===== src/include/mdss_defines.vh =====
// Constants for the motor driver serial slave port.
// Assumes inclusion by the design files only; definitions only.
`ifndef MDSS_DEFINES_VH
`define MDSS_DEFINES_VH

`define MDSS_FRAME_BITS   40
`define MDSS_DATA_BITS    32
`define MDSS_ADDR_BITS    7
`define MDSS_WSEL_BIT     39
`define MDSS_ADDR_MSB     38
`define MDSS_ADDR_LSB     32
`define MDSS_STAT_MSB     39
`define MDSS_STAT_LSB     32
`define MDSS_ST_STOP_R    7
`define MDSS_ST_STOP_L    6
`define MDSS_ST_POS_RCH   5
`define MDSS_ST_VEL_RCH   4
`define MDSS_ST_STILL     3
`define MDSS_ST_STALL     2
`define MDSS_ST_DRV_ERR   1
`define MDSS_ST_RESET     0
`define MDSS_DRV_STILL_B  31
`define MDSS_DRV_STALL_B  24
`define MDSS_GST_ERR_B    1
`define MDSS_GST_RST_B    0
`define MDSS_CLK_NS       40
`define MDSS_FILT_NS      20
`define MDSS_FILT_CYC     ((`MDSS_FILT_NS + `MDSS_CLK_NS - 1) / `MDSS_CLK_NS)
`define MDSS_REPLY_RST    32'h0000_0000

`endif


===== src/hdl/mdss_in_filter.v =====
// Two-flop synchroniser plus glitch filter for one serial port input.
// Assumes an asynchronous pin level and the system clock mclk.
`timescale 1ns/100ps
`include "mdss_defines.vh"

module mdss_in_filter #(
  parameter FILT_CYC = `MDSS_FILT_CYC,
  parameter RST_VAL  = 1'b1
) (
  // Clock and reset
  input  wire mclk,
  input  wire rst_n,
  // Pin and clean level
  input  wire pin_in,
  output reg  level_r
);

  reg         meta_r;
  reg         sync_r;
  reg         prev_r;
  reg  [3:0]  cnt_r;

  // A new level is taken only after it stays stable for FILT_CYC + 2 cycles.
  always @(posedge mclk) begin
    if (!rst_n) begin
      meta_r  <= RST_VAL;
      sync_r  <= RST_VAL;
      prev_r  <= RST_VAL;
      cnt_r   <= 4'h0;
      level_r <= RST_VAL;
    end else begin
      meta_r <= pin_in;
      sync_r <= meta_r;
      prev_r <= sync_r;
      if (sync_r != prev_r) begin
        cnt_r <= 4'h0;
      end else if (cnt_r < FILT_CYC[3:0]) begin
        cnt_r <= cnt_r + 4'h1;
      end else begin
        level_r <= sync_r;
      end
    end
  end

endmodule // mdss_in_filter


===== src/hdl/mdss_spi_slave.v =====
// Serial slave port of a stepper motor controller, 40-bit datagrams.
// Assumes a mode 3 master, bus clock at most one sixth of mclk, pins async.
`timescale 1ns/100ps
`include "mdss_defines.vh"

module mdss_spi_slave #(
  parameter FRAME_BITS = `MDSS_FRAME_BITS,
  parameter DATA_BITS  = `MDSS_DATA_BITS,
  parameter ADDR_BITS  = `MDSS_ADDR_BITS
) (
  // Clock and reset
  input  wire                 mclk,
  input  wire                 rst_n,
  // Serial pins
  input  wire                 sck,
  input  wire                 sdi,
  input  wire                 csn,
  output reg                  sdo_r,
  output reg                  sdo_oe_r,
  // Register side: commands out
  output reg                  wr_stb_r,
  output reg                  rd_stb_r,
  output reg  [ADDR_BITS-1:0] reg_addr_r,
  output reg  [DATA_BITS-1:0] wr_data_r,
  // Register side: read data for the address on reg_addr_r
  input  wire [DATA_BITS-1:0] rd_data,
  // Status sources from the motion and driver logic
  input  wire                 ramp_stop_r_in,
  input  wire                 ramp_stop_l_in,
  input  wire                 ramp_pos_reached,
  input  wire                 ramp_vel_reached,
  input  wire [DATA_BITS-1:0] drive_state_word,
  input  wire [1:0]           global_state_flags
);

  // Filtered, synchronised pin levels.
  wire sck_f;
  wire sdi_f;
  wire csn_f;

  mdss_in_filter #(.RST_VAL(1'b1)) u_sck (
    .mclk    (mclk),
    .rst_n   (rst_n),
    .pin_in  (sck),
    .level_r (sck_f)
  );

  mdss_in_filter #(.RST_VAL(1'b0)) u_sdi (
    .mclk    (mclk),
    .rst_n   (rst_n),
    .pin_in  (sdi),
    .level_r (sdi_f)
  );

  mdss_in_filter #(.RST_VAL(1'b1)) u_csn (
    .mclk    (mclk),
    .rst_n   (rst_n),
    .pin_in  (csn),
    .level_r (csn_f)
  );

  reg                  sck_d_r;
  reg                  csn_d_r;
  reg [FRAME_BITS-1:0] shift_r;
  reg [7:0]            status_r;
  reg [DATA_BITS-1:0]  reply_r;
  reg                  rd_pend_r;
  reg                  wsel_nxt;

  wire sck_rise = sck_f & ~sck_d_r;
  wire sck_fall = ~sck_f & sck_d_r;
  wire cs_fall  = ~csn_f & csn_d_r;
  wire cs_rise  = csn_f & ~csn_d_r;
  wire active   = ~csn_f;

  // Live status byte, bit order fixed by the reply format.
  wire [7:0] status_live;
  assign status_live[`MDSS_ST_STOP_R]  = ramp_stop_r_in;
  assign status_live[`MDSS_ST_STOP_L]  = ramp_stop_l_in;
  assign status_live[`MDSS_ST_POS_RCH] = ramp_pos_reached;
  assign status_live[`MDSS_ST_VEL_RCH] = ramp_vel_reached;
  assign status_live[`MDSS_ST_STILL] =
    drive_state_word[`MDSS_DRV_STILL_B];
  assign status_live[`MDSS_ST_STALL] =
    drive_state_word[`MDSS_DRV_STALL_B];
  assign status_live[`MDSS_ST_DRV_ERR] =
    global_state_flags[`MDSS_GST_ERR_B];
  assign status_live[`MDSS_ST_RESET] =
    global_state_flags[`MDSS_GST_RST_B];

  always @* begin
    wsel_nxt = shift_r[`MDSS_WSEL_BIT];
  end

  // Edge detection, frame shifting and command latch.
  always @(posedge mclk) begin
    if (!rst_n) begin
      sck_d_r    <= 1'b1;
      csn_d_r    <= 1'b1;
      shift_r    <= {FRAME_BITS{1'b0}};
      status_r   <= 8'h00;
      reply_r    <= `MDSS_REPLY_RST;
      rd_pend_r  <= 1'b0;
      wr_stb_r   <= 1'b0;
      rd_stb_r   <= 1'b0;
      reg_addr_r <= {ADDR_BITS{1'b0}};
      wr_data_r  <= {DATA_BITS{1'b0}};
      sdo_r      <= 1'b0;
      sdo_oe_r   <= 1'b0;
    end else begin
      sck_d_r  <= sck_f;
      csn_d_r  <= csn_f;
      wr_stb_r <= 1'b0;
      rd_stb_r <= 1'b0;
      sdo_oe_r <= active;
      // Read data of the previous read arrives one cycle after rd_stb_r.
      if (rd_pend_r) begin
        reply_r   <= rd_data;
        rd_pend_r <= 1'b0;
      end
      if (cs_fall) begin
        // Load reply: status byte over the address field, data below.
        shift_r <= {status_r, reply_r};
        sdo_r   <= status_r[7];
      end else if (active && sck_rise) begin
        shift_r <= {shift_r[FRAME_BITS-2:0], sdi_f};
      end else if (active && sck_fall) begin
        sdo_r <= shift_r[FRAME_BITS-1];
      end
      if (cs_rise) begin
        // The last 40 bits in the shift register form the command.
        reg_addr_r <= shift_r[`MDSS_ADDR_MSB:`MDSS_ADDR_LSB];
        status_r   <= status_live;
        if (wsel_nxt) begin
          wr_stb_r  <= 1'b1;
          wr_data_r <= shift_r[DATA_BITS-1:0];
          reply_r   <= shift_r[DATA_BITS-1:0];
        end else begin
          rd_stb_r  <= 1'b1;
          rd_pend_r <= 1'b1;
        end
      end
    end
  end

endmodule // mdss_spi_slave


===== config.mk =====
export PLATFORM = sky130hd
export DESIGN_NAME = mdss_spi_slave
export DESIGN_NICKNAME = d
export VERILOG_FILES = /design/src/hdl/mdss_in_filter.v /design/src/hdl/mdss_spi_slave.v
export VERILOG_INCLUDE_DIRS = /design/src /design/src/include
export SDC_FILE = /design/constraint.sdc
export NUM_CORES = 1
export LEC_CHECK = 0
export BUFFER_PORTS_ARGS = -buffer_cell sky130_fd_sc_hd__clkbuf_2
export CAP_MARGIN = 0
export CORE_MARGIN = 5
export CORE_UTILIZATION = 45
export DETAILED_ROUTE_END_ITERATION = 12
export GPL_TIMING_DRIVEN = 0
export PLACE_DENSITY_LB_ADDON = 0.08
export SKIP_CTS_REPAIR_TIMING = 1
export SLEW_MARGIN = 20
export SYNTH_ARGS = -nofsm -noshare
export SYNTH_HDL_FRONTEND = slang
export SYNTH_HIERARCHICAL = 1
export SYNTH_SLANG_ARGS = --single-unit

===== constraint.sdc =====
create_clock -name mclk -period 1.74 [get_ports mclk]
set_input_delay 0.522 -clock mclk [delete_from_list [all_inputs] [get_ports mclk]]
set_output_delay 0.522 -clock mclk [all_outputs]
set_load 0.05 [all_outputs]

* Word level (Yosys, flattened, before mapping)
Index checks and enable logic that the tools add are counted.
** Storage, ports and cells
- Output and inout port bits :: 43
- Register bits after elaboration :: 149
** Operators by class
- $add $sub $neg :: 3
- Bitwise operators :: 15
- Eq/ne operators :: 4
- Muxes and demuxes :: 10
- Reduce and logical (&&, ||, !) cells :: 13
- Magnitude comparators :: 3
** Operators by type and width (count)
- $mux 32 :: 3
- $mux 40 :: 2
- $add 4x1->4 const B :: 3
- $lt 4x1->1 const B :: 3
- $reduce_and 2->1 :: 6
- $not 1->1 :: 11
- $reduce_or 2->1 :: 3
- $mux 1 :: 5
- $and 1x1->1 :: 4
- $reduce_bool 2->1 :: 2
- $ne 1x1->1 :: 3
- $logic_and 1x1->1 :: 2
- $ne 2x2->1 const B :: 1

* Longest topological paths before layout
- Depth after elaboration :: 6
- Depth in mapped cells :: 6

* Hierarchy
The synthesis kept the hierarchy.
** By module, submodules not included
- mdss_spi_slave :: times used 1, area each 4949.7 um^2, cells each 507
- mdss_in_filter (u_csn ...) :: times used 2, area each 312.8 um^2, cells each 30
- mdss_in_filter (u_sdi) :: times used 1, area each 311.5 um^2, cells each 30

* Least setup slack after synthesis
No wires, ideal clock.
- Kind :: flip-flop to flip-flop
- Start point :: reg rd_pend_r
- End point :: reg reply_r[10]
- Stages on the path, launching flop included :: 6
- Setup time :: 122 ps
- Arrival time :: 1510 ps
- Data required time :: 1618 ps
- Buffers on the path :: 2
- Setup slack :: 108 ps
- Clock period less this slack :: 1632 ps
- Path through :: dfxtp_1 > clkbuf_1 > buf_2 > mux2_2 > nand2_1 > a21boi_0
** On the way
- Word-level cells in the longest chain between the ends :: 3
** RTL lines
- start, declared :: RTL line mdss_spi_slave.v:67 : reg rd_pend_r;
- start signal, assigned :: RTL line mdss_spi_slave.v:103 : rd_pend_r <= 1'b0;
- start signal, assigned :: RTL line mdss_spi_slave.v:119 : rd_pend_r <= 1'b0;
- start signal, assigned :: RTL line mdss_spi_slave.v:140 : rd_pend_r <= 1'b1;
- $mux 32 * :: RTL line mdss_spi_slave.v:117 : if (rd_pend_r) begin
- $mux 32 :: RTL line mdss_spi_slave.v:134 : if (wsel_nxt) begin
- $mux 32 * :: RTL line mdss_spi_slave.v:130 : if (cs_rise) begin
- end signal, assigned :: RTL line mdss_spi_slave.v:102 : reply_r <= `MDSS_REPLY_RST;
- end signal, assigned :: RTL line mdss_spi_slave.v:118 : reply_r <= rd_data;
- end signal, assigned :: RTL line mdss_spi_slave.v:137 : reply_r <= shift_r[DATA_BITS-1:0];
- end, declared :: RTL line mdss_spi_slave.v:66 : reg [DATA_BITS-1:0] reply_r;
Mark *: on every way between the ends. The rest lies on a longest branch, timed or not.
A chain may end at the register's enable or synchronous reset.

* Final worst setup path
- Start point :: reg wr_data_r[17]
- End point :: out wr_data_r[17]
** RTL lines
- start, declared :: RTL line mdss_spi_slave.v:24 : output reg [DATA_BITS-1:0] wr_data_r,
- start signal, assigned :: RTL line mdss_spi_slave.v:107 : wr_data_r <= {DATA_BITS{1'b0}};
- start signal, assigned :: RTL line mdss_spi_slave.v:136 : wr_data_r <= shift_r[DATA_BITS-1:0];
No word-level cell between the ends.

==> results.txt <==
----------------------------------------------------
[Floorplanning]
  Starting utilization of the core area ... 46.3%
  Die area ... 0.0155 sq mm
  Number of I/O pins ... 118
  Width of the die ... 124 um
  Die Ht ... 124 um
  Floorplan core area ... 0.0127 sq mm
  Number of standard-cell rows in the floorplan ... 41

[Min path]
  Path category of the worst min-delay check ... input pin to flip-flop

[Flow run]
  Count of maximum capacitance violations ... 0

[GRT]
  Number of antenna violations at the first check in global routing ... 0
  Total gr overflow ... 0
  Pin count of the biggest net entering global routing ... 23
  Wire length of the first global-routing pass ... 22900 um
  Global routing usage summed across all routing layers ... 18.3%
  Via count of the first global-routing pass ... 4606

[Clock tree]
  H-tree levels ... 4
  Worst-skew pair later-pin latency ... 0.42 ns
  Clock-pin slew on the worst setup and hold paths ... 0.06 ns
  Clk sinks ... 149
  Root cell of the clock tree ... sky130_fd_sc_hd__clkbuf_16
  TritonCTS clock tree ... done
  Number of CTS-inserted buffers ... 17
  Buffer depth of the longest clock path ... 2

[Setup path]
  Number of buffer and inverter stages on the critical path ... 1
  Startpoint kind of the worst setup timing path ... flip-flop
  Category of the critical setup timing path ... flip-flop to output port
  Critical-path top delay cell ... sky130_fd_sc_hd__dfxtp_1
  Data arrival time of the critical path ... 1.11 ns
  CP top delay family ... flip-flops
  Max stage delay on crit path ... 0.39 ns
  Ordered cell list for the critical path ... clkbuf_2
  Nature of the critical path endpoint ... output port
  Crit-path max FO ... 2
  Endpoint required time on the critical path ... 1.22 ns

[STA]
  Post-route setup TNS ... 0 ns
  Unrepaired setup endpoints after global routing ... no
  Worst hold slack ... 0.287 ns
  Final hold violation count ... 0
  Final critical-path required period ... 1.63 ns
  Least-Margin Pin Slew ... 0.557 ns
  Crit share post-route ... 93.9%
  Final number of max-transition violations ... 0
  Max Clk Rate ... 612 MHz
  Setup-violating endpoint count in the final report ... 0
  Worst-case headroom to the max-slew limit ... 62.9%
  Final Skew ... 0.00444 ns

[Synth]
  Yosys warning total ... 6
  Synthesized net count ... 678
  Flops & latches, synth ... 149
  Cell taking the most area after synthesis ... sky130_fd_sc_hd__dfxtp_1
  Summed instance area of the synthesized netlist ... 0.00589 sq mm
  Multiplexer share of the synthesized area ... 7.14%
  Fraction of the mapped netlist area in adder cells ... 1.28%
  Leading register cell type out of synthesis ... sky130_fd_sc_hd__dfxtp_1
  Share of the yosys chip area belonging to registers ... 50.7%
  Share of async-settable or async-resettable flops after synthesis ... 0%
  EDFF count, synth ... 0
  Most frequent cell after synthesis ... sky130_fd_sc_hd__dfxtp_1
  Ranking of synthesized cells by area ... sky130_fd_sc_hd__dfxtp_1 51%, sky130_fd_sc_hd__a21boi_0 8.9%, sky130_fd_sc_hd__nand2_1 8.2%
  Compound-gate portion of the synthesized area ... 20.0%
  Dominant combinational cell family by area after synthesis ... compound AO/OA/AOI/OAI gates
  Mean post-synth cell area ... 9.86 sq um
  Area fraction of the dominant cell type after synthesis ... 50.7%
  Xor/xnor share of the synthesized area ... 0.744%
  Most used standard cells in the synthesized netlist ... 149 x sky130_fd_sc_hd__dfxtp_1, 128 x sky130_fd_sc_hd__nand2_1, 70 x sky130_fd_sc_hd__a21boi_0, 32 x sky130_fd_sc_hd__mux2_2, 27 x sky130_fd_sc_hd__and3_1
  Post-synth cell types ... 37
  Share of synthesized cell area in and, or, nand and nor gates ... 15.7%
  Post-Syn Instances ... 597

[Drt]
  Highest metal used ... met4
  Wire length reported by the detailed router ... 13900 um
  Amount of wire on met3 after detailed routing ... 644 um
  Mean number of vias per cell ... 5.21
  Detailed-routed wire length on met2 ... 6410 um
  Violation count after the first detailed-routing iteration ... 278
  Remaining antenna violation count after routing ... 0
  Vias ... 4617
  DR pass1 iterations ... 5
  Met1 wire length ... 6660 um
  DR WL/cell ... 15.7 um
  DRC viols ... 0

[Placement]
  Final GP Congestion ... 0.772
  Quantity of I/O buffers inserted on ports ... 87
  Final HPWL from detailed placement ... 9910 um

[Power and ir drop]
  VDD IR max ... 0.000635 V
  Design Power ... 7.86 mW
  Static Leak ... 2.95 nW
  Power per standard cell area ... 1100 mW/mm^2

[Finish]
  Share of final-layout standard cells stronger than drive strength 1 ... 25.9%
  Area added between synthesis and finish ... 21.5%
  Number of nets in the finished design ... 784
  Diodes inserted ... 0

[Outcome]
  Run status ... complete, no violations

----------------------------------------------------
[stage by stage]
step                      worst slack [ns]  util [%]  area [sq um]  instances
after CTS                           0.0263      56.1          7140        887
final                                0.106      56.2          7150        887
after global placement              -0.338      51.4          6540        856
after global routing                0.0105      56.2          7150        887
after detailed placement            -0.357      51.4          6540        856
after floorplan                      0.108         -          5890        597
[area by class of cell]
cell class / instances / area (sq um)
Clock buffer: 29 / 541
Buffer: 44 / 229
Multi-Input combinational cell: 393 / 2650
Timing Repair Buffer: 87 / 435
Inverter: 11 / 41.3
Sequential cell: 149 / 2980
Tap cell: 172 / 215
Fill cell: 1198 / 5570
Clock inverter: 2 / 60.1
[metal layers]
metal / up-vias / GRT usage, %
met5: - / 0
li1: 2292 / -
met1: 2201 / 24.5
met4: 0 / 5.29
met2: 107 / 28.3
met3: 17 / 5.75
[sequential cells by signal, indices dropped and copies added (netlist names), 4 cells and up]
register	count
u_csn/cnt_r	4
shift_r	40
status_r	8
u_sdi/cnt_r	4
reply_r	32
reg_addr_r	7
u_sck/cnt_r	4
wr_data_r	32
[path summary, 6_finish.rpt]
| path | slack [ns] | from | cells after the start | to |
|---|---|---|---|---|
| worst max-delay path | 0.11 | wr_data_r[17] | 1 | wr_data_r[17] |
| worst min-delay path | 0.29 | csn | 2 | u_csn/meta_r |
| worst max register to register | 0.14 | rd_pend_r | 5 | reply_r[12] |
| worst min register to register | 0.41 | u_sck/meta_r | 1 | u_sck/sync_r |
[where the power goes]
part | switching, mW | internal, mW | total (mW)
Combinational | 0.279 | 0.342 | 0.622
Sequential | 0.0643 | 3.49 | 3.56
Clock | 1.31 | 2.37 | 3.68
[layout by cell type, fill, tap and decap left out, types with 3 or more instances in the layout]
cell type                   instances
sky130_fd_sc_hd__and3_1            27
sky130_fd_sc_hd__o21ai_0            3
sky130_fd_sc_hd__a21boi_0          70
sky130_fd_sc_hd__nand2_1          128
sky130_fd_sc_hd__mux2i_1            6
sky130_fd_sc_hd__clkbuf_2          90
sky130_fd_sc_hd__buf_4              3
sky130_fd_sc_hd__inv_1             10
sky130_fd_sc_hd__a31oi_1            3
sky130_fd_sc_hd__clkbuf_8           7
sky130_fd_sc_hd__nand2b_1           9
sky130_fd_sc_hd__clkbuf_1          17
sky130_fd_sc_hd__clkbuf_16         17
sky130_fd_sc_hd__dfxtp_1          148
sky130_fd_sc_hd__mux2_2            32
sky130_fd_sc_hd__buf_2             21
sky130_fd_sc_hd__nor2b_1            4
sky130_fd_sc_hd__o2bb2ai_1         13
sky130_fd_sc_hd__ha_1               6
sky130_fd_sc_hd__nor2_1            13
sky130_fd_sc_hd__a22oi_1           14
sky130_fd_sc_hd__a21boi_1          10
sky130_fd_sc_hd__and2_1             5
sky130_fd_sc_hd__xnor2_1            5
sky130_fd_sc_hd__nor3b_4            3
sky130_fd_sc_hd__a221o_1           26
[cell families after synthesis]
group | after synthesis
buf+inv | 55
simple gates | 196
mux | 38
xor+xnor | 5
compound gates | 148
fa+ha+maj | 6
flops | 149
(Power assumes the default switching activity.)
